[src/mode_five_regs.svh]
// Purpose: constants for the mode register five control block
// Assumes: command/address pins already decoded into a 22-bit mode word
// Notes: bit positions are those of the mode word
// How it works
// - with latency on, command sampled programmed clocks after chip select low.
// - max power saving ignores all commands except its exit and reset, but a parity error on one still sets bit 4.
// - mode set with select bits 20:18 equal 101 loads register five.
// - bit 12 enables read inversion, bit 11 write inversion.
// - multipurpose readout is never inverted.
// - bit 10 enables write byte mask, for writes only.
// - mask, inversion and termination strobe share one pin, chosen by mode.
// - without persistent mode, parity checking stops while the parity flag is set.
// - bits 8:6 select parked termination, 000 off.
// - bit 5 set ignores ODT in power-down, no nominal termination.
// - parity error sets bit 4, sticky until a mode set clears it.
// - CRC error sets bit 3, sticky until a mode set clears it.
// - bits 2:0 give parity latency 0,4,5,6; higher codes reserved.
// - register four bits 8:6 give command latency 0,3,4,5,6,8.
// - register four bit 1 enables max power saving mode.
// - with parity on and persistent mode or a clear parity flag, commands execute only without parity error.
`ifndef MODE_FIVE_REGS_SVH
`define MODE_FIVE_REGS_SVH
`define MR_SEL_HI 20
`define MR_SEL_LO 18
`define MR_SEL_FOUR 3'h4
`define MR_SEL_FIVE 3'h5
`define FIVE_RESET 22'h000000
`define FOUR_RESET 22'h000000
`define FIVE_RD_INV 12
`define FIVE_WR_INV 11
`define FIVE_MASK 10
`define FIVE_PERSIST 9
`define FIVE_PARK_HI 8
`define FIVE_PARK_LO 6
`define FIVE_ODT_OFF 5
`define FIVE_PAR_ERR 4
`define FIVE_CRC_ERR 3
`define FIVE_PLAT_HI 2
`define FIVE_PLAT_LO 0
`define FOUR_CAL_HI 8
`define FOUR_CAL_LO 6
`define FOUR_MPS 1
`endif

[src/mode_five_pkg.sv]
// Purpose: types for the mode register five control block
// Assumes: nothing
// Notes: shared-pin function encoding
package mode_five_pkg;
   typedef enum logic [1:0] {
      PIN_NONE = 2'b00,
      PIN_MASK = 2'b01,
      PIN_INV = 2'b10,
      PIN_TERM = 2'b11
   } pin_func_e;
   typedef struct packed {
      logic read_inv;
      logic write_inv;
      logic byte_mask;
      logic [2:0] park_code;
      logic odt_ignore;
      logic [2:0] parity_lat;
      logic [3:0] cal_lat;
   } mode_cfg_s;
endpackage

[src/mode_five_ctrl.sv]
// Purpose: mode register five decode, sticky error flags, latency and power modes
// Assumes: command pins synchronous to clk_sys_in; parity and CRC checks done outside
// Notes: outputs are registered, so cmd_valid_out lags a command by one cycle and the register views by two
`timescale 1ns/10ps
`include "mode_five_regs.svh"
`default_nettype none
module mode_five_ctrl
   import mode_five_pkg::*;
(
   input wire logic clk_sys_in,
   input wire logic rst_n_in,
   input wire logic cs_n_in,
   input wire logic ras_n_in,
   input wire logic cas_n_in,
   input wire logic we_n_in,
   input wire logic act_n_in,
   input wire logic [21:0] mode_word_in,
   input wire logic mps_exit_in,
   input wire logic parity_err_in,
   input wire logic crc_err_in,
   input wire logic readout_in,
   input wire logic term_strobe_in,
   input wire logic power_down_in,
   input wire logic odt_in,
   output logic cmd_valid_out,
   output logic [21:0] cmd_word_out,
   output logic mps_active_out,
   output logic parity_check_out,
   output logic nominal_term_out,
   output logic read_inv_out,
   output var mode_cfg_s cfg_out,
   output var pin_func_e pin_func_out,
   output logic [21:0] mode_five_out
);
   logic [21:0] mode_five_q;
   logic [21:0] mode_four_q;
   logic [7:0] cs_pipe_q;
   logic [21:0] word_pipe_q [0:7];
   logic [3:0] cal_lat;
   logic [2:0] par_lat;
   logic samp_now;
   logic [21:0] samp_word;
   logic is_mrs;
   logic par_on;
   logic par_ok;
   logic par_fault;

   function automatic logic [3:0] cal_decode(input logic [2:0] code);
      case (code)
         3'h1: cal_decode = 4'h3;
         3'h2: cal_decode = 4'h4;
         3'h3: cal_decode = 4'h5;
         3'h4: cal_decode = 4'h6;
         3'h5: cal_decode = 4'h8;
         default: cal_decode = 4'h0;
      endcase
   endfunction

   function automatic logic [2:0] par_decode(input logic [2:0] code);
      case (code)
         3'h1: par_decode = 3'h4;
         3'h2: par_decode = 3'h5;
         3'h3: par_decode = 3'h6;
         default: par_decode = 3'h0;
      endcase
   endfunction

   // select field match, shared by both register loads and the load check
   function automatic logic sel_hit(input logic [21:0] word, input logic [2:0] sel);
      sel_hit = (word[`MR_SEL_HI:`MR_SEL_LO] == sel);
   endfunction

   assign cal_lat = cal_decode(mode_four_q[`FOUR_CAL_HI:`FOUR_CAL_LO]);
   assign par_lat = par_decode(mode_five_q[`FIVE_PLAT_HI:`FIVE_PLAT_LO]);
   assign par_on = (par_lat != 3'h0);

   // delayed sampling; pipeline index 0 is one clock after chip select
   assign samp_now = (cal_lat == 4'h0) ? !cs_n_in : cs_pipe_q[3'(cal_lat - 4'h1)];
   assign samp_word = (cal_lat == 4'h0) ? mode_word_in : word_pipe_q[3'(cal_lat - 4'h1)];

   always_ff @(posedge clk_sys_in) begin
      if (!rst_n_in) begin
         cs_pipe_q <= 8'h00;
      end else begin
         cs_pipe_q <= {cs_pipe_q[6:0], !cs_n_in};
      end
   end

   // data path needs no reset; only the chip select pipe gates its use
   always_ff @(posedge clk_sys_in) begin
      word_pipe_q[0] <= mode_word_in;
      for (int i = 1; i < 8; i++) begin
         word_pipe_q[i] <= word_pipe_q[i-1];
      end
   end

   // strobes low marks a mode set
   assign is_mrs = samp_now && !act_n_in && !ras_n_in && !cas_n_in && !we_n_in;
   assign par_ok = par_on && (mode_five_q[`FIVE_PERSIST] || !mode_five_q[`FIVE_PAR_ERR]);
   assign par_fault = samp_now && par_ok && parity_err_in;

   // max power saving entry and exit
   always_ff @(posedge clk_sys_in) begin
      if (!rst_n_in) begin
         mps_active_out <= 1'b0;
      end else if (mps_active_out) begin
         if (mps_exit_in) begin
            mps_active_out <= 1'b0;
         end
      end else if (mode_four_q[`FOUR_MPS]) begin
         mps_active_out <= 1'b1;
      end
   end

   always_ff @(posedge clk_sys_in) begin
      if (!rst_n_in) begin
         mode_four_q <= `FOUR_RESET;
      end else if (mps_exit_in && mps_active_out) begin
         mode_four_q[`FOUR_MPS] <= 1'b0;
      end else if (is_mrs && !par_fault && !mps_active_out &&
                   sel_hit(samp_word, `MR_SEL_FOUR)) begin
         mode_four_q <= samp_word;
      end
   end

   // sticky flags, set wins over clear
   always_ff @(posedge clk_sys_in) begin
      if (!rst_n_in) begin
         mode_five_q <= `FIVE_RESET;
      end else begin
         if (is_mrs && !par_fault && !mps_active_out &&
             sel_hit(samp_word, `MR_SEL_FIVE)) begin
            mode_five_q <= samp_word;
         end
         if (par_fault) begin
            mode_five_q[`FIVE_PAR_ERR] <= 1'b1;
         end
         if (crc_err_in) begin
            mode_five_q[`FIVE_CRC_ERR] <= 1'b1;
         end
      end
   end

   always_ff @(posedge clk_sys_in) begin
      if (!rst_n_in) begin
         cmd_valid_out <= 1'b0;
         cmd_word_out <= 22'h000000;
      end else begin
         cmd_valid_out <= samp_now && !par_fault && !mps_active_out;
         cmd_word_out <= samp_word;
      end
   end

   always_ff @(posedge clk_sys_in) begin
      if (!rst_n_in) begin
         cfg_out <= '0;
         pin_func_out <= PIN_NONE;
         read_inv_out <= 1'b0;
         nominal_term_out <= 1'b0;
         parity_check_out <= 1'b0;
         mode_five_out <= `FIVE_RESET;
      end else begin
         cfg_out.read_inv <= mode_five_q[`FIVE_RD_INV];
         cfg_out.write_inv <= mode_five_q[`FIVE_WR_INV];
         cfg_out.byte_mask <= mode_five_q[`FIVE_MASK];
         cfg_out.park_code <= mode_five_q[`FIVE_PARK_HI:`FIVE_PARK_LO];
         cfg_out.odt_ignore <= mode_five_q[`FIVE_ODT_OFF];
         cfg_out.parity_lat <= par_lat;
         cfg_out.cal_lat <= cal_lat;
         if (term_strobe_in) begin
            pin_func_out <= PIN_TERM;
         end else if (mode_five_q[`FIVE_MASK]) begin
            pin_func_out <= PIN_MASK;
         end else if (mode_five_q[`FIVE_WR_INV] || mode_five_q[`FIVE_RD_INV]) begin
            pin_func_out <= PIN_INV;
         end else begin
            pin_func_out <= PIN_NONE;
         end
         read_inv_out <= mode_five_q[`FIVE_RD_INV] && !readout_in;
         nominal_term_out <= odt_in && !(power_down_in && mode_five_q[`FIVE_ODT_OFF]);
         parity_check_out <= par_ok;
         mode_five_out <= mode_five_q;
      end
   end

   property p_par_sticky;
      @(posedge clk_sys_in) disable iff (!rst_n_in)
         par_fault |=> mode_five_q[`FIVE_PAR_ERR];
   endproperty
   a_par_sticky: assert property (p_par_sticky) else $error("parity flag not set");

   property p_crc_sticky;
      @(posedge clk_sys_in) disable iff (!rst_n_in)
         mode_five_q[`FIVE_CRC_ERR] && !(is_mrs && sel_hit(samp_word, `MR_SEL_FIVE))
            |=> mode_five_q[`FIVE_CRC_ERR];
   endproperty
   a_crc_sticky: assert property (p_crc_sticky) else $error("crc flag dropped");

   property p_mps_ignore;
      @(posedge clk_sys_in) disable iff (!rst_n_in)
         mps_active_out |=> !cmd_valid_out;
   endproperty
   a_mps_ignore: assert property (p_mps_ignore) else $error("command in power saving");

   property p_readout_noinv;
      @(posedge clk_sys_in) disable iff (!rst_n_in)
         readout_in |=> !read_inv_out;
   endproperty
   a_readout_noinv: assert property (p_readout_noinv) else $error("readout inverted");

   // watches the registered output, so a broken decode path from the flag shows up too
   property p_no_check;
      @(posedge clk_sys_in) disable iff (!rst_n_in)
         mode_five_q[`FIVE_PAR_ERR] && !mode_five_q[`FIVE_PERSIST] |=> !parity_check_out;
   endproperty
   a_no_check: assert property (p_no_check) else $error("parity checked while flagged");

   property p_odt_off;
      @(posedge clk_sys_in) disable iff (!rst_n_in)
         power_down_in && mode_five_q[`FIVE_ODT_OFF] |=> !nominal_term_out;
   endproperty
   a_odt_off: assert property (p_odt_off) else $error("nominal term in power-down");

   property p_load_five;
      @(posedge clk_sys_in) disable iff (!rst_n_in)
         is_mrs && !par_fault && !mps_active_out && !crc_err_in &&
         sel_hit(samp_word, `MR_SEL_FIVE) |=> mode_five_q == $past(samp_word);
   endproperty
   a_load_five: assert property (p_load_five) else $error("register five not loaded");

   property p_cal_delay;
      @(posedge clk_sys_in) disable iff (!rst_n_in)
         cal_lat == 4'h3 && !cs_n_in && $stable(cal_lat) ##3 $stable(cal_lat) |-> samp_now;
   endproperty
   a_cal_delay: assert property (p_cal_delay) else $error("latency sample missed");

   property p_par_lat;
      @(posedge clk_sys_in) disable iff (!rst_n_in)
         mode_five_q[`FIVE_PLAT_HI:`FIVE_PLAT_LO] == 3'h2 |=> cfg_out.parity_lat == 3'h5;
   endproperty
   a_par_lat: assert property (p_par_lat) else $error("parity latency wrong");
endmodule
`default_nettype wire

[config.mk]
export PLATFORM = sky130hd
export DESIGN_NAME = mode_five_ctrl
export DESIGN_NICKNAME = d
export VERILOG_FILES = /design/src/mode_five_pkg.sv /design/src/mode_five_ctrl.sv
export VERILOG_INCLUDE_DIRS = /design/src /design/src/src
export SDC_FILE = /design/constraint.sdc
export NUM_CORES = 1
export LEC_CHECK = 0
export ABC_AREA = 1
export BUFFER_PORTS_ARGS = -buffer_cell sky130_fd_sc_hd__buf_4
export CAP_MARGIN = 40
export CORE_ASPECT_RATIO = 2
export CORE_MARGIN = 3
export CORE_UTILIZATION = 35
export DETAILED_ROUTE_END_ITERATION = 8
export GPL_ROUTABILITY_DRIVEN = 0
export GPL_TIMING_DRIVEN = 0
export PLACE_DENSITY_LB_ADDON = 0.2
export RECOVER_POWER = 100
export SLEW_MARGIN = 20
export SYNTH_ARGS = -nofsm -noshare
export SYNTH_HDL_FRONTEND = slang
export SYNTH_SLANG_ARGS = --single-unit
export TNS_END_PERCENT = 1
[constraint.sdc]
create_clock -name clk_sys_in -period 3.81 [get_ports clk_sys_in]
set_input_delay 0.381 -clock clk_sys_in [delete_from_list [all_inputs] [get_ports clk_sys_in]]
set_output_delay 0.381 -clock clk_sys_in [all_outputs]
set_load 0.02 [all_outputs]
==> results of run 1 <==
-- synthesized netlist by cell type, types with 2 or more instances --
| cell type | count | share of area [%] |
|---|---|---|
| o211ai_1 | 3 | 0.26 |
| nor4_1 | 2 | 0.15 |
| o22ai_1 | 28 | 2.0 |
| buf_2 | 15 | 0.87 |
| mux2i_1 | 13 | 1.5 |
| nor2_4 | 2 | 0.26 |
| clkbuf_1 | 21 | 0.92 |
| nand2_2 | 7 | 0.51 |
| buf_1 | 3 | 0.13 |
| inv_1 | 94 | 4.1 |
| nand2_4 | 4 | 0.52 |
| buf_4 | 9 | 0.79 |
| buf_6 | 6 | 0.79 |
| a21oi_1 | 11 | 0.64 |
| nor3_1 | 2 | 0.12 |
| o21ai_0 | 67 | 3.9 |
| dfxtp_1 | 268 | 62 |
| nand3_1 | 71 | 4.1 |
| nor2_1 | 106 | 4.6 |
| nand3_4 | 2 | 0.41 |
| nand2_1 | 200 | 8.7 |
| o21bai_1 | 2 | 0.17 |
| nand4_1 | 4 | 0.29 |
| nor2_2 | 3 | 0.22 |
| nand3b_1 | 2 | 0.17 |
| inv_2 | 5 | 0.22 |
| o21ai_1 | 2 | 0.12 |
-- worst max-delay path: cells and delay by family (launching register included) --
| family | cells | cell delay, ns |
|---|---|---|
| and+or+nand+nor | 7 | 0.67 |
| AOI/OAI and AO/OA | 1 | 0.24 |
| adders and majority gates | 1 | 0.37 |
| DFF | 1 | 0.42 |
| buffers and inverters | 7 | 1.73 |
-- worst paths after layout --
kind | startpoint | end | slack (ns) | cells after the start
worst min-delay path | cs_n_in | cs_pipe_q[0]$_SDFF_PN0_ | 0.05 | 2
worst max-delay path | mode_four_q[8]$_SDFFE_PN0P_ | mode_four_q[8]$_SDFFE_PN0P_ | 0.27 | 16
worst min register to register | word_pipe_q[0][0]$_DFF_P_ | word_pipe_q[1][0]$_DFF_P_ | 0.35 | 0
worst max register to register | mode_four_q[8]$_SDFFE_PN0P_ | mode_four_q[8]$_SDFFE_PN0P_ | 0.27 | 16
-- cells in the final DEF, fill, tap and decap left out, types with 24 or more instances in the layout --
cell | synthesis | layout
dfxtp_1 | 268 | 268
nand2_1 | 200 | 200
nor2_1 | 106 | 106
clkbuf_1 | 21 | 104
inv_1 | 94 | 94
nand3_1 | 71 | 71
o21ai_0 | 67 | 67
o22ai_1 | 28 | 28
clkbuf_16 | 0 | 24
dlygate4sd3_1 | 0 | 24
-- timing repair --
item | in CTS | in global routing
setup endpoints to repair | 29 | 20
hold buffers | 24 | 0
resized for setup | 6 | 6
gates cloned | 0 | 0
hold endpoints to repair | 24 | 0
-- state kept, by name (all words and copies together), names as in the netlist, 2 cells and up --
signal and cells:
cfg_out 9, cmd_word_out 22, cs_pipe_q 8, mode_five_out 20
mode_five_q 22, mode_four_q 4, pin_func_out 2, word_pipe_q 176
-- per-layer routing --
metal / part of all wire [%] / global-route usage [%]
met1: 38 / 19.4
met2: 54 / 33.7
met3: 4.0 / 2.37
met4: 3.5 / 7.33
met5: 0 / 0
-- power by group through the flow --
stage | Combinational (uW) | Clock [uW] | Sequential [uW]
detailed placement | 272 | 0 | 3040
CTS | 295 | 2430 | 2970
global placement | 272 | 0 | 3030
floorplan | 132 | 0 | 3040
finish | 267 | 2370 | 2970
global route | 297 | 2530 | 2980
-- cells by family after synthesis --
logic type	count (synthesis)	share of synthesized area, %
and+or+nand+nor	408	20.6
DFF	268	62.5
buffers and inverters	154	7.87
AOI/OAI and AO/OA	116	7.42
muxes	13	1.52
adders and majority gates	1	0.146
-- layout make-up --
class / count / share of cell area (%)
flip-flops and latches: 268 / 51.6
inverters: 100 / 3.62
clock buffers: 36 / 6.97
clock inverters: 6 / 0.541
well taps: 287 / 3.45
repair buffers: 124 / 6.60
multi-input cells: 538 / 24.4
plain buffers: 53 / 2.84
-- metrics by stage --
step	utilization [%]	cell area, um^2	setup TNS, ns	hold slack [ns]	setup WS (ns)
CTS	44.7	10700	0	0.0438	0.0624
finish	43.3	10400	0	0.0534	0.271
global placement	40.3	9690	-1.86	0.328	-0.409
global route	43.3	10400	0	0.0507	0.0255
detailed placement	40.4	9700	-2.69	0.332	-0.411
floorplan	-	8590	0	0.322	1.06
==> results.ini, run 1 <==
[routing]
initialDrtViolationCount=331
antenna_left=0
drc=0
avgViaCountPerCell=4.68
routedWlPerCell_um=16.5
vias=6614
wirelength_mm=23.3
firstDrtPassIters=5

[timing]
finalCritPeriodShare_pct=92.9
slew_headroom_pct=52.6
maxSlewViolCount=0
rsz0062_at_grt=no
setup_viol=0
hold_viol=0
tightest_slew_ns=0.712
fin_crit_ns=3.54
skew_ns=0.0279
fmax_ghz=0.283

[clock_tree]
postCtsSetupBuffers=0
numCtsBuffers=24
cts.htree.levels=1
clock_latency_ns=0.53
numClockSinks=268
cts_root_buf=clkbuf_16
clkSlewWorstSetupHoldPaths_ns=0.06
clockBufferDepth=3
cts_tree=done

[final_layout]
fillers=2468
multiInputGateArea_um2=2540
regArea_um2=5370
diodes=0
syn_to_final_growth_pct=21.2
drive_gt1_share_pct=10.7
stdcell_count=1412
layout.nets=1146

[worst_setup_path]
required_ns=4.23
crit_chain=inv_2 > nand2_4 > buf_6 > buf_2 > buf_2 > ha_1 > clkinv_2 > clkbuf_2 > nand3_1 > nand3_1 > nand3_1 > o21ai_0 > clkbuf_1 > nand4_1 > nand2_1 > nor2_1
endpoint_kind=flop
cpPeakStageDelay_ns=0.42
start_kind=flop
crit_top_cell=nand3_1
worstSetupPathType=reg2reg
critPathSlowestCell=dfxtp_1
critical_path.max_fanout=17
critPathArrivalTime_ns=3.95

[logic_synthesis]
synth_enable_flop_cells=0
yosys_register_bits=268
yosys.cell_types.count=35
syn_inst=960
ys_seq_area_share_pct=62.5
netlist_area_um2=8590
ys_warn_count=0
syn_nets=997
syn_avg_cell_area_um2=8.95
yosys_most_used_dff=dfxtp_1
ys_async_sr_fraction_pct=0

[floorplan]
core_area_um2=24000
die_w_um=117
fp.dieArea_um2=26600
start_util_pct=35.8
rows=80
fp.dieH_um=228
ios=101

[global_routing]
antenna_found_initial=0
grt_max_degree=18
grt.overflow.total=0
grt_util_all_layers_pct=17.8
grt_pass1_vias=6738
grt_pass1_wl_mm=36.3

[power]
pwr-share-comb_pct=4.8
power_uw=5610
clock_power_share_pct=42.3
p_sw_uw=1270
peakVddDrop_uv=290
p_per_area_nw_per_um2=539
swShare_pct=22.6
p_int_uw=4350
pwr-share-seq_pct=53.0
p_leak_uw=0.00499

[place]
dp.cells=1347
place_hpwl_mm=16.9
io_buffers=99

[run]
drv_cap=0

[run_status]
outcome=finished clean

[hold_path]
hold_class=in2reg

(Power assumes the default switching activity.)
==> run 2, diff against run 1 <==
--- a/config.mk
+++ b/config.mk
@@ -12,6 +12,7 @@
 export CORE_ASPECT_RATIO = 2
 export CORE_MARGIN = 3
 export CORE_UTILIZATION = 35
+export CTS_CLUSTER_DIAMETER = 200
 export DETAILED_ROUTE_END_ITERATION = 8
 export GPL_ROUTABILITY_DRIVEN = 0
 export GPL_TIMING_DRIVEN = 0
==> constraint.sdc (replaced) <==
create_clock -name clk_sys_in -period 3.81 [get_ports clk_sys_in]
set_input_delay 0.5715 -clock clk_sys_in [delete_from_list [all_inputs] [get_ports clk_sys_in]]
set_output_delay 0.5715 -clock clk_sys_in [all_outputs]
set_load 0.02 [all_outputs]
==> results.ini, run 2 (synthesis results as in run 1) <==
[routing]
firstDrtPassIters=4  ; was 5
routedWlPerCell_um=16.7  ; was 16.5 um
wirelength_mm=23.2  ; was 23.3 mm
avgViaCountPerCell=4.70  ; was 4.68
antenna_left=0  ; unchanged
drc=0  ; unchanged
vias=6532  ; was 6614
initialDrtViolationCount=310  ; was 331

[worst_setup_path]
critPathSlowestCell=dfxtp_1  ; unchanged
start_kind=flop  ; unchanged
endpoint_kind=flop  ; unchanged
required_ns=4.22  ; was 4.23 ns
r2r-start=mode_four_q[8]$_SDFFE_PN0P_  ; unchanged
r2r_slack_ns=0.27  ; about the same
rr_worst_depth=16  ; unchanged
cpPeakStageDelay_ns=0.42  ; about the same
crit_top_cell=nand3_1  ; unchanged
reg2reg_to=mode_four_q[8]$_SDFFE_PN0P_  ; unchanged
critical_path.max_fanout=17  ; unchanged
worstSetupPathType=reg2reg  ; unchanged
critPathArrivalTime_ns=3.95  ; about the same
crit_chain=inv_2 > nand2_4 > buf_6 > buf_2 > buf_2 > ha_1 > clkinv_2 > clkbuf_2 > nand3_1 > nand3_1 > nand3_1 > o21ai_0 > clkbuf_1 > nand4_1 > nand2_1 > nor2_1  ; unchanged

[timing]
fin_crit_ns=3.54  ; about the same
timing.final.ws_setup_ns=0.272  ; was 0.271 ns
maxSlewViolCount=0  ; unchanged
fmax_ghz=0.283  ; about the same
skew_ns=0.0291  ; was 0.0279 ns
fin_setup_tns_ns=0  ; unchanged
finalCritPeriodShare_pct=92.9  ; about the same
slew_headroom_pct=53.7  ; was 52.6%
tightest_slew_ns=0.694  ; was 0.712 ns
rsz0062_at_grt=no  ; unchanged
hold_viol=0  ; unchanged
setup_viol=0  ; unchanged

[clock_tree]
clock_latency_ns=0.53  ; about the same
clkSlewWorstSetupHoldPaths_ns=0.06  ; about the same
cts_hold_buf=0  ; was 24
postCtsSetupBuffers=0  ; unchanged
cts_root_buf=clkbuf_16  ; unchanged
numCtsBuffers=24  ; unchanged
cts_tree=done  ; unchanged
clockBufferDepth=3  ; unchanged
numClockSinks=268  ; unchanged
cts.htree.levels=1  ; unchanged

[power]
swShare_pct=22.5  ; was 22.6%
p_per_area_nw_per_um2=550  ; was 539 nW/um^2
clock_power_share_pct=42.4  ; was 42.3%
p_int_uw=4330  ; was 4350 uW
p_sw_uw=1260  ; was 1270 uW
peakVddDrop_uv=290  ; about the same
pwr-share-comb_pct=4.4  ; was 4.8%
p_leak_uw=0.00489  ; was 0.00499 uW
pwr-share-seq_pct=53.2  ; was 53.0%

[place]
io_buffers=99  ; unchanged
place_hpwl_mm=16.9  ; unchanged
pre_cts_ws_ns=-0.411  ; unchanged

[floorplan]
start_util_pct=35.8  ; unchanged
die_w_um=117  ; unchanged
ios=101  ; unchanged
rows=80  ; unchanged
core_area_um2=24000  ; unchanged
fp.dieArea_um2=26600  ; unchanged
fp.dieH_um=228  ; unchanged

[final_layout]
top_regs=word_pipe_q: 176 flops, cmd_word_out: 22 flops, mode_five_q: 22 flops  ; unchanged
regMostFlops=word_pipe_q  ; unchanged
largest_reg_flops=176  ; unchanged
fillers=2475  ; was 2468
layout.nets=1122  ; was 1146
syn_to_final_growth_pct=18.4  ; was 21.2%
final_common_cell=dfxtp_1  ; unchanged
drive_gt1_share_pct=10.9  ; was 10.7%
mostFrequentLayoutCells=dfxtp_1 (268), nand2_1 (200), nor2_1 (106), clkbuf_1 (104), inv_1 (94)  ; unchanged

[run_status]
outcome=finished clean  ; unchanged

[global_routing]
grt_util_all_layers_pct=17.7  ; was 17.8%
grt_pass1_vias=6605  ; was 6738
antenna_found_initial=1  ; was 0
grt_max_degree=18  ; unchanged
grt_pass1_wl_mm=36.0  ; was 36.3 mm
grt.overflow.total=0  ; unchanged

[run]
drv_cap=0  ; unchanged

[hold_path]
min_to=word_pipe_q[0][16]$_DFF_P_  ; was cs_pipe_q[0]$_SDFF_PN0_
hold_start=mode_word_in[16]  ; was cs_n_in
whs_path_depth=1  ; was 2
hold_class=in2reg  ; unchanged

==> run 2: cell count changes in the layout (fill, tap and decap cells not counted) <==
cell	change
buf_4	+1
clkbuf_4	-1
dlygate4sd3_1	-24
diode_2	+1
==> run 2: power by group through the flow <==
stage	Sequential, uW	Combinational [uW]	Clock [uW]
4_1_cts	2970	274	2430
5_1_grt	2980	276	2530
3_3_place_gp	3030	272	0
2_1_floorplan	3040	132	0
3_5_place_dp	3040	272	0
6_report	2970	247	2370
==> run 2: worst max path at each step <==
| stage | endpoint | slack [ns] | start | cells after the start |
|---|---|---|---|---|
| floorplan | mode_five_q[12]$_SDFFE_PN0P_ | 1.06 | mode_four_q[8]$_SDFFE_PN0P_ | 19 |
| global placement | mode_four_q[8]$_SDFFE_PN0P_ | -0.41 | mode_four_q[8]$_SDFFE_PN0P_ | 16 |
| detailed placement | mode_four_q[8]$_SDFFE_PN0P_ | -0.41 | mode_four_q[8]$_SDFFE_PN0P_ | 17 |
| CTS | mode_four_q[7]$_SDFFE_PN0P_ | 0.06 | mode_four_q[8]$_SDFFE_PN0P_ | 15 |
| global route | mode_five_q[16]$_SDFFE_PN0P_ | 0.03 | mode_four_q[8]$_SDFFE_PN0P_ | 18 |
| finish | mode_four_q[8]$_SDFFE_PN0P_ | 0.27 | mode_four_q[8]$_SDFFE_PN0P_ | 16 |
==> run 2: worst max-delay path: cells and delay by family (launching register included) <==
family,cells,cell delay (ns)
fa+ha+maj,1,0.37
compound gates,1,0.24
flops,1,0.42
simple gates,7,0.68
buf+inv,7,1.73
==> run 2: final cells by class <==
cell class | count | area, um^2 | share of cell area, %
flip-flops and latches | 268 | 5370 | 52.8
clock inverters | 6 | 56.3 | 0.554
plain buffers | 53 | 295 | 2.90
well taps | 287 | 359 | 3.53
diodes | 1 | 2.50 | 0.0246
repair buffers | 100 | 447 | 4.39
clock buffers | 36 | 726 | 7.14
multi-input cells | 538 | 2540 | 25.0
inverters | 100 | 377 | 3.70
==> run 2: through the flow <==
step / hold WS (ns) / instances / utilization (%) / total power (uW) / instance area [um^2]
floorplan: 0.322 / 960 / - / 3180 / 8590
global placement: 0.328 / 1346 / 40.3 / 3310 / 9690
detailed placement: 0.332 / 1347 / 40.4 / 3310 / 9700
CTS: 0.126 / 1388 / 43.7 / 5680 / 10500
global route: 0.155 / 1389 / 42.3 / 5790 / 10200
finish: 0.175 / 1389 / 42.3 / 5590 / 10200
==> run 2: repair_timing <==
| item | CTS | global route |
|---|---|---|
| resized for setup | 6 | 6 |
| endpoints found under the hold margin | 0 | 0 |
| setup endpoints to repair | 29 | 20 |
==> run 2: metal layers <==
layer / up-vias / part of all wire (%) / GRT usage (%)
li1: 3262 / - / -
met1: 3076 / 38 / 19.2
met2: 153 / 54 / 33.2
met3: 41 / 4.3 / 2.45
met4: 0 / 3.7 / 7.48
met5: - / 0 / 0
==> run 3, diff against run 2 <==
--- a/config.mk
+++ b/config.mk
@@ -6,7 +6,7 @@
 export SDC_FILE = /design/constraint.sdc
 export NUM_CORES = 1
 export LEC_CHECK = 0
-export ABC_AREA = 1
+export ABC_AREA = 0
 export BUFFER_PORTS_ARGS = -buffer_cell sky130_fd_sc_hd__buf_4
 export CAP_MARGIN = 40
 export CORE_ASPECT_RATIO = 2
@@ -16,6 +16,7 @@
 export DETAILED_ROUTE_END_ITERATION = 8
 export GPL_ROUTABILITY_DRIVEN = 0
 export GPL_TIMING_DRIVEN = 0
+export HOLD_SLACK_MARGIN = 0.02
 export PLACE_DENSITY_LB_ADDON = 0.2
 export RECOVER_POWER = 100
 export SLEW_MARGIN = 20
==> results.ini, run 3 <==
[power]
p_leak_uw=0.00427  ; was 0.00489 uW
power_uw=5660  ; was 5590 uW
p_per_area_nw_per_um2=556  ; was 550 nW/um^2
peakVddDrop_uv=392  ; was 290 uV

[floorplan]
core_area_um2=23500  ; was 24000 um^2
start_util_pct=35.8  ; about the same
die_w_um=116  ; was 117 um
fp.dieArea_um2=26100  ; was 26600 um^2
ios=101  ; unchanged
fp.dieH_um=225  ; was 228 um
rows=79  ; was 80

[global_routing]
use_met2_pct=33.7  ; was 33.2%
grt_max_degree=17  ; was 18
gr-usage-met1_pct=17.2  ; was 19.2%
grt_pass1_vias=5680  ; was 6605
grt_util_all_layers_pct=17.0  ; was 17.7%
antenna_found_initial=0  ; was 1
gr-usage-met3_pct=2.20  ; was 2.45%
busiest_layer=met2  ; unchanged
grt.overflow.total=0  ; unchanged
grt_pass1_wl_mm=33.2  ; was 36.0 mm

[clock_tree]
cts_tree=done  ; unchanged
clkSlewWorstSetupHoldPaths_ns=0.07  ; was 0.06 ns
numClockSinks=268  ; unchanged
clockBufferDepth=3  ; unchanged
cts.htree.levels=1  ; unchanged
cts_hold_buf=0  ; unchanged
numCtsBuffers=24  ; unchanged
cts_root_buf=clkbuf_16  ; unchanged
clock_latency_ns=0.53  ; about the same

[logic_synthesis]
yosys_register_bits=268  ; unchanged
yosys.area.top_type=dfxtp_1  ; unchanged
syn_nets=706  ; was 997
netlist_area_um2=8430  ; was 8590 um^2
ys_seq_area_share_pct=63.6  ; was 62.5%
ys_async_sr_fraction_pct=0  ; unchanged
yosys.cell_types.count=60  ; was 35
ys_warn_count=0  ; unchanged
syn_avg_cell_area_um2=12.6  ; was 8.95 um^2
yosys_most_used_dff=dfxtp_1  ; unchanged
synth_commonest_cells=dfxtp_1 (268), nand2_1 (53), and2_1 (31)  ; was dfxtp_1 (268), nand2_1 (200), nor2_1 (106)
synth.most_common_cell=dfxtp_1  ; unchanged
synth.top_cell.area_share_pct=63.6  ; was 62.5%
synth_area_leaders=dfxtp_1 (64%), mux4_2 (6.7%), mux2_4 (3.4%)  ; was dfxtp_1 (62%), nand2_1 (8.7%), nor2_1 (4.6%)
synth_enable_flop_cells=0  ; unchanged
syn_inst=669  ; was 960

[routing]
firstDrtPassIters=5  ; was 4
routedWlPerCell_um=20.1  ; was 16.7 um
vias=5449  ; was 6532
wirelength_mm=22.2  ; was 23.2 mm
avgViaCountPerCell=4.95  ; was 4.70
drc=0  ; unchanged
antenna_left=0  ; unchanged
initialDrtViolationCount=177  ; was 310

[worst_setup_path]
critPathArrivalTime_ns=4.09  ; was 3.95 ns
required_ns=4.23  ; was 4.22 ns
crit_chain=buf_4 > nor2b_4 > buf_6 > inv_6 > buf_8 > buf_4 > a21o_1 > ha_2 > buf_4 > inv_2 > mux4_2 > mux2_4 > mux2_4 > nand2_4 > buf_6 > mux2_4  ; was inv_2 > nand2_4 > buf_6 > buf_2 > buf_2 > ha_1 > clkinv_2 > clkbuf_2 > nand3_1 > nand3_1 > nand3_1 > o21ai_0 > clkbuf_1 > nand4_1 > nand2_1 > nor2_1
cpPeakStageDelay_ns=0.31  ; was 0.42 ns
worstSetupPathType=reg2reg  ; unchanged
endpoint_kind=flop  ; unchanged
r2r_slack_ns=0.14  ; was 0.27 ns
start_kind=flop  ; unchanged
critical_path.max_fanout=10  ; was 17
critPathSlowestCell=mux4_2  ; was dfxtp_1

[final_layout]
largest_reg_flops=176  ; unchanged
diodes=0  ; was 1
final_common_cell=dfxtp_1  ; unchanged
syn_to_final_growth_pct=20.7  ; was 18.4%
fillers=2277  ; was 2475
mostFrequentLayoutCells=dfxtp_1 (268), clkbuf_1 (102), nand2_1 (53), a22oi_1 (27)  ; was dfxtp_1 (268), nand2_1 (200), nor2_1 (106), clkbuf_1 (104), inv_1 (94)
regMostFlops=word_pipe_q  ; unchanged
drive_gt1_share_pct=19.8  ; was 10.9%
top_regs=word_pipe_q: 176 flops, cmd_word_out: 22 flops, mode_five_q: 22 flops  ; unchanged
layout.nets=838  ; was 1122
final_area_um2=10200  ; about the same

[timing]
maxSlewViolCount=0  ; unchanged
slew_headroom_pct=49.7  ; was 53.7%
fmax_ghz=0.273  ; was 0.283 GHz
finalCritPeriodShare_pct=96.3  ; was 92.9%
rsz0062_at_grt=no  ; unchanged
fin_crit_ns=3.67  ; was 3.54 ns
fin_setup_tns_ns=0  ; unchanged
tightest_slew_ns=0.755  ; was 0.694 ns
skew_ns=0.0200  ; was 0.0291 ns
hold_viol=0  ; unchanged
setup_viol=0  ; unchanged
hold_ws_ns=0.164  ; was 0.175 ns

[place]
io_buffers=100  ; was 99
place_hpwl_mm=15.9  ; was 16.9 mm
placed_area_um2=9550  ; was 9700 um^2

[run]
drv_cap=0  ; unchanged

[hold_path]
hold_class=in2reg  ; unchanged

[run_status]
outcome=finished clean  ; unchanged

==> run 3: final timing paths <==
path / startpoint / end / cells past startpoint
setup / recovery: mode_four_q[6]$_SDFFE_PN0P_ / mode_five_q[8]$_SDFFE_PN0P_ / 16
hold / removal: mode_word_in[12] / word_pipe_q[0][12]$_DFF_P_ / 1
setup reg to reg: mode_four_q[6]$_SDFFE_PN0P_ / mode_five_q[8]$_SDFFE_PN0P_ / 16
hold reg to reg: word_pipe_q[6][19]$_DFF_P_ / word_pipe_q[7][19]$_DFF_P_ / 0
==> run 3: kinds of logic (layout without fill, tap and decap cells) <==
logic type               Yosys count  count (layout)  share of synthesized area, %
flip-flops                       268             268                          63.6
AND/OR/NAND/NOR                  166             166                          9.86
AO/OA/AOI/OAI                    107             107                          8.89
multiplexers                      72              72                          13.6
buffers and inverters             52             201                          3.55
XOR/XNOR                           3               3                         0.312
adder cells (fa/ha/maj)            1               1                         0.148
==> run 3: power breakdown <==
| group | internal, uW | total [uW] | leakage [uW] | switching (uW) |
|---|---|---|---|---|
| combinational | 89.6 | 211 | 0.00163 | 122 |
| sequential | 2920 | 2980 | 0.00223 | 56.4 |
| clock | 1420 | 2470 | 0.000402 | 1050 |
| total | 4430 | 5660 | 0.00427 | 1230 |
==> run 3: layout make-up <==
type,count,area (um^2),area share [%]
Multi-Input combinational cell,349,2850,28.0
Timing Repair Buffer,106,452,4.44
Buffer,44,298,2.93
Clock inverter,11,128,1.25
Inverter,8,35.0,0.344
Clock buffer,32,691,6.79
Sequential cell,268,5370,52.7
Tap cell,283,354,3.48
==> run 3: worst max-delay path: cells and delay by family (launching register included) <==
kind / cells / cell delay (ns)
buffers and inverters: 8 / 1.33
multiplexers: 4 / 1.23
AND/OR/NAND/NOR: 2 / 0.21
adder cells (fa/ha/maj): 1 / 0.28
AO/OA/AOI/OAI: 1 / 0.18
flip-flops: 1 / 0.30
==> run 3: stage by stage <==
stage          utilization, %  setup slack [ns]  std cells
6_report                 43.3             0.143       1101
5_1_grt                  43.3            0.0147       1101
4_1_cts                  44.6           0.00501       1099
3_5_place_dp             40.6             -1.54       1056
3_3_place_gp             40.5             -1.60       1052
2_1_floorplan               -             0.172        669
==> run 3: what timing repair did <==
item | CTS | global route
cloned | 0 | 0
setup endpoints to repair | 49 | 19
resized for setup | 34 | 8
pin swaps | 0 | 0
buffers inserted | 0 | 0
==> run 3: metal layers <==
layer | vias up | share of wire (%)
li1 | 2629 | -
met4 | 0 | 3.7
met1 | 2687 | 36
met2 | 92 | 57
met3 | 41 | 3.1
met5 | - | 0
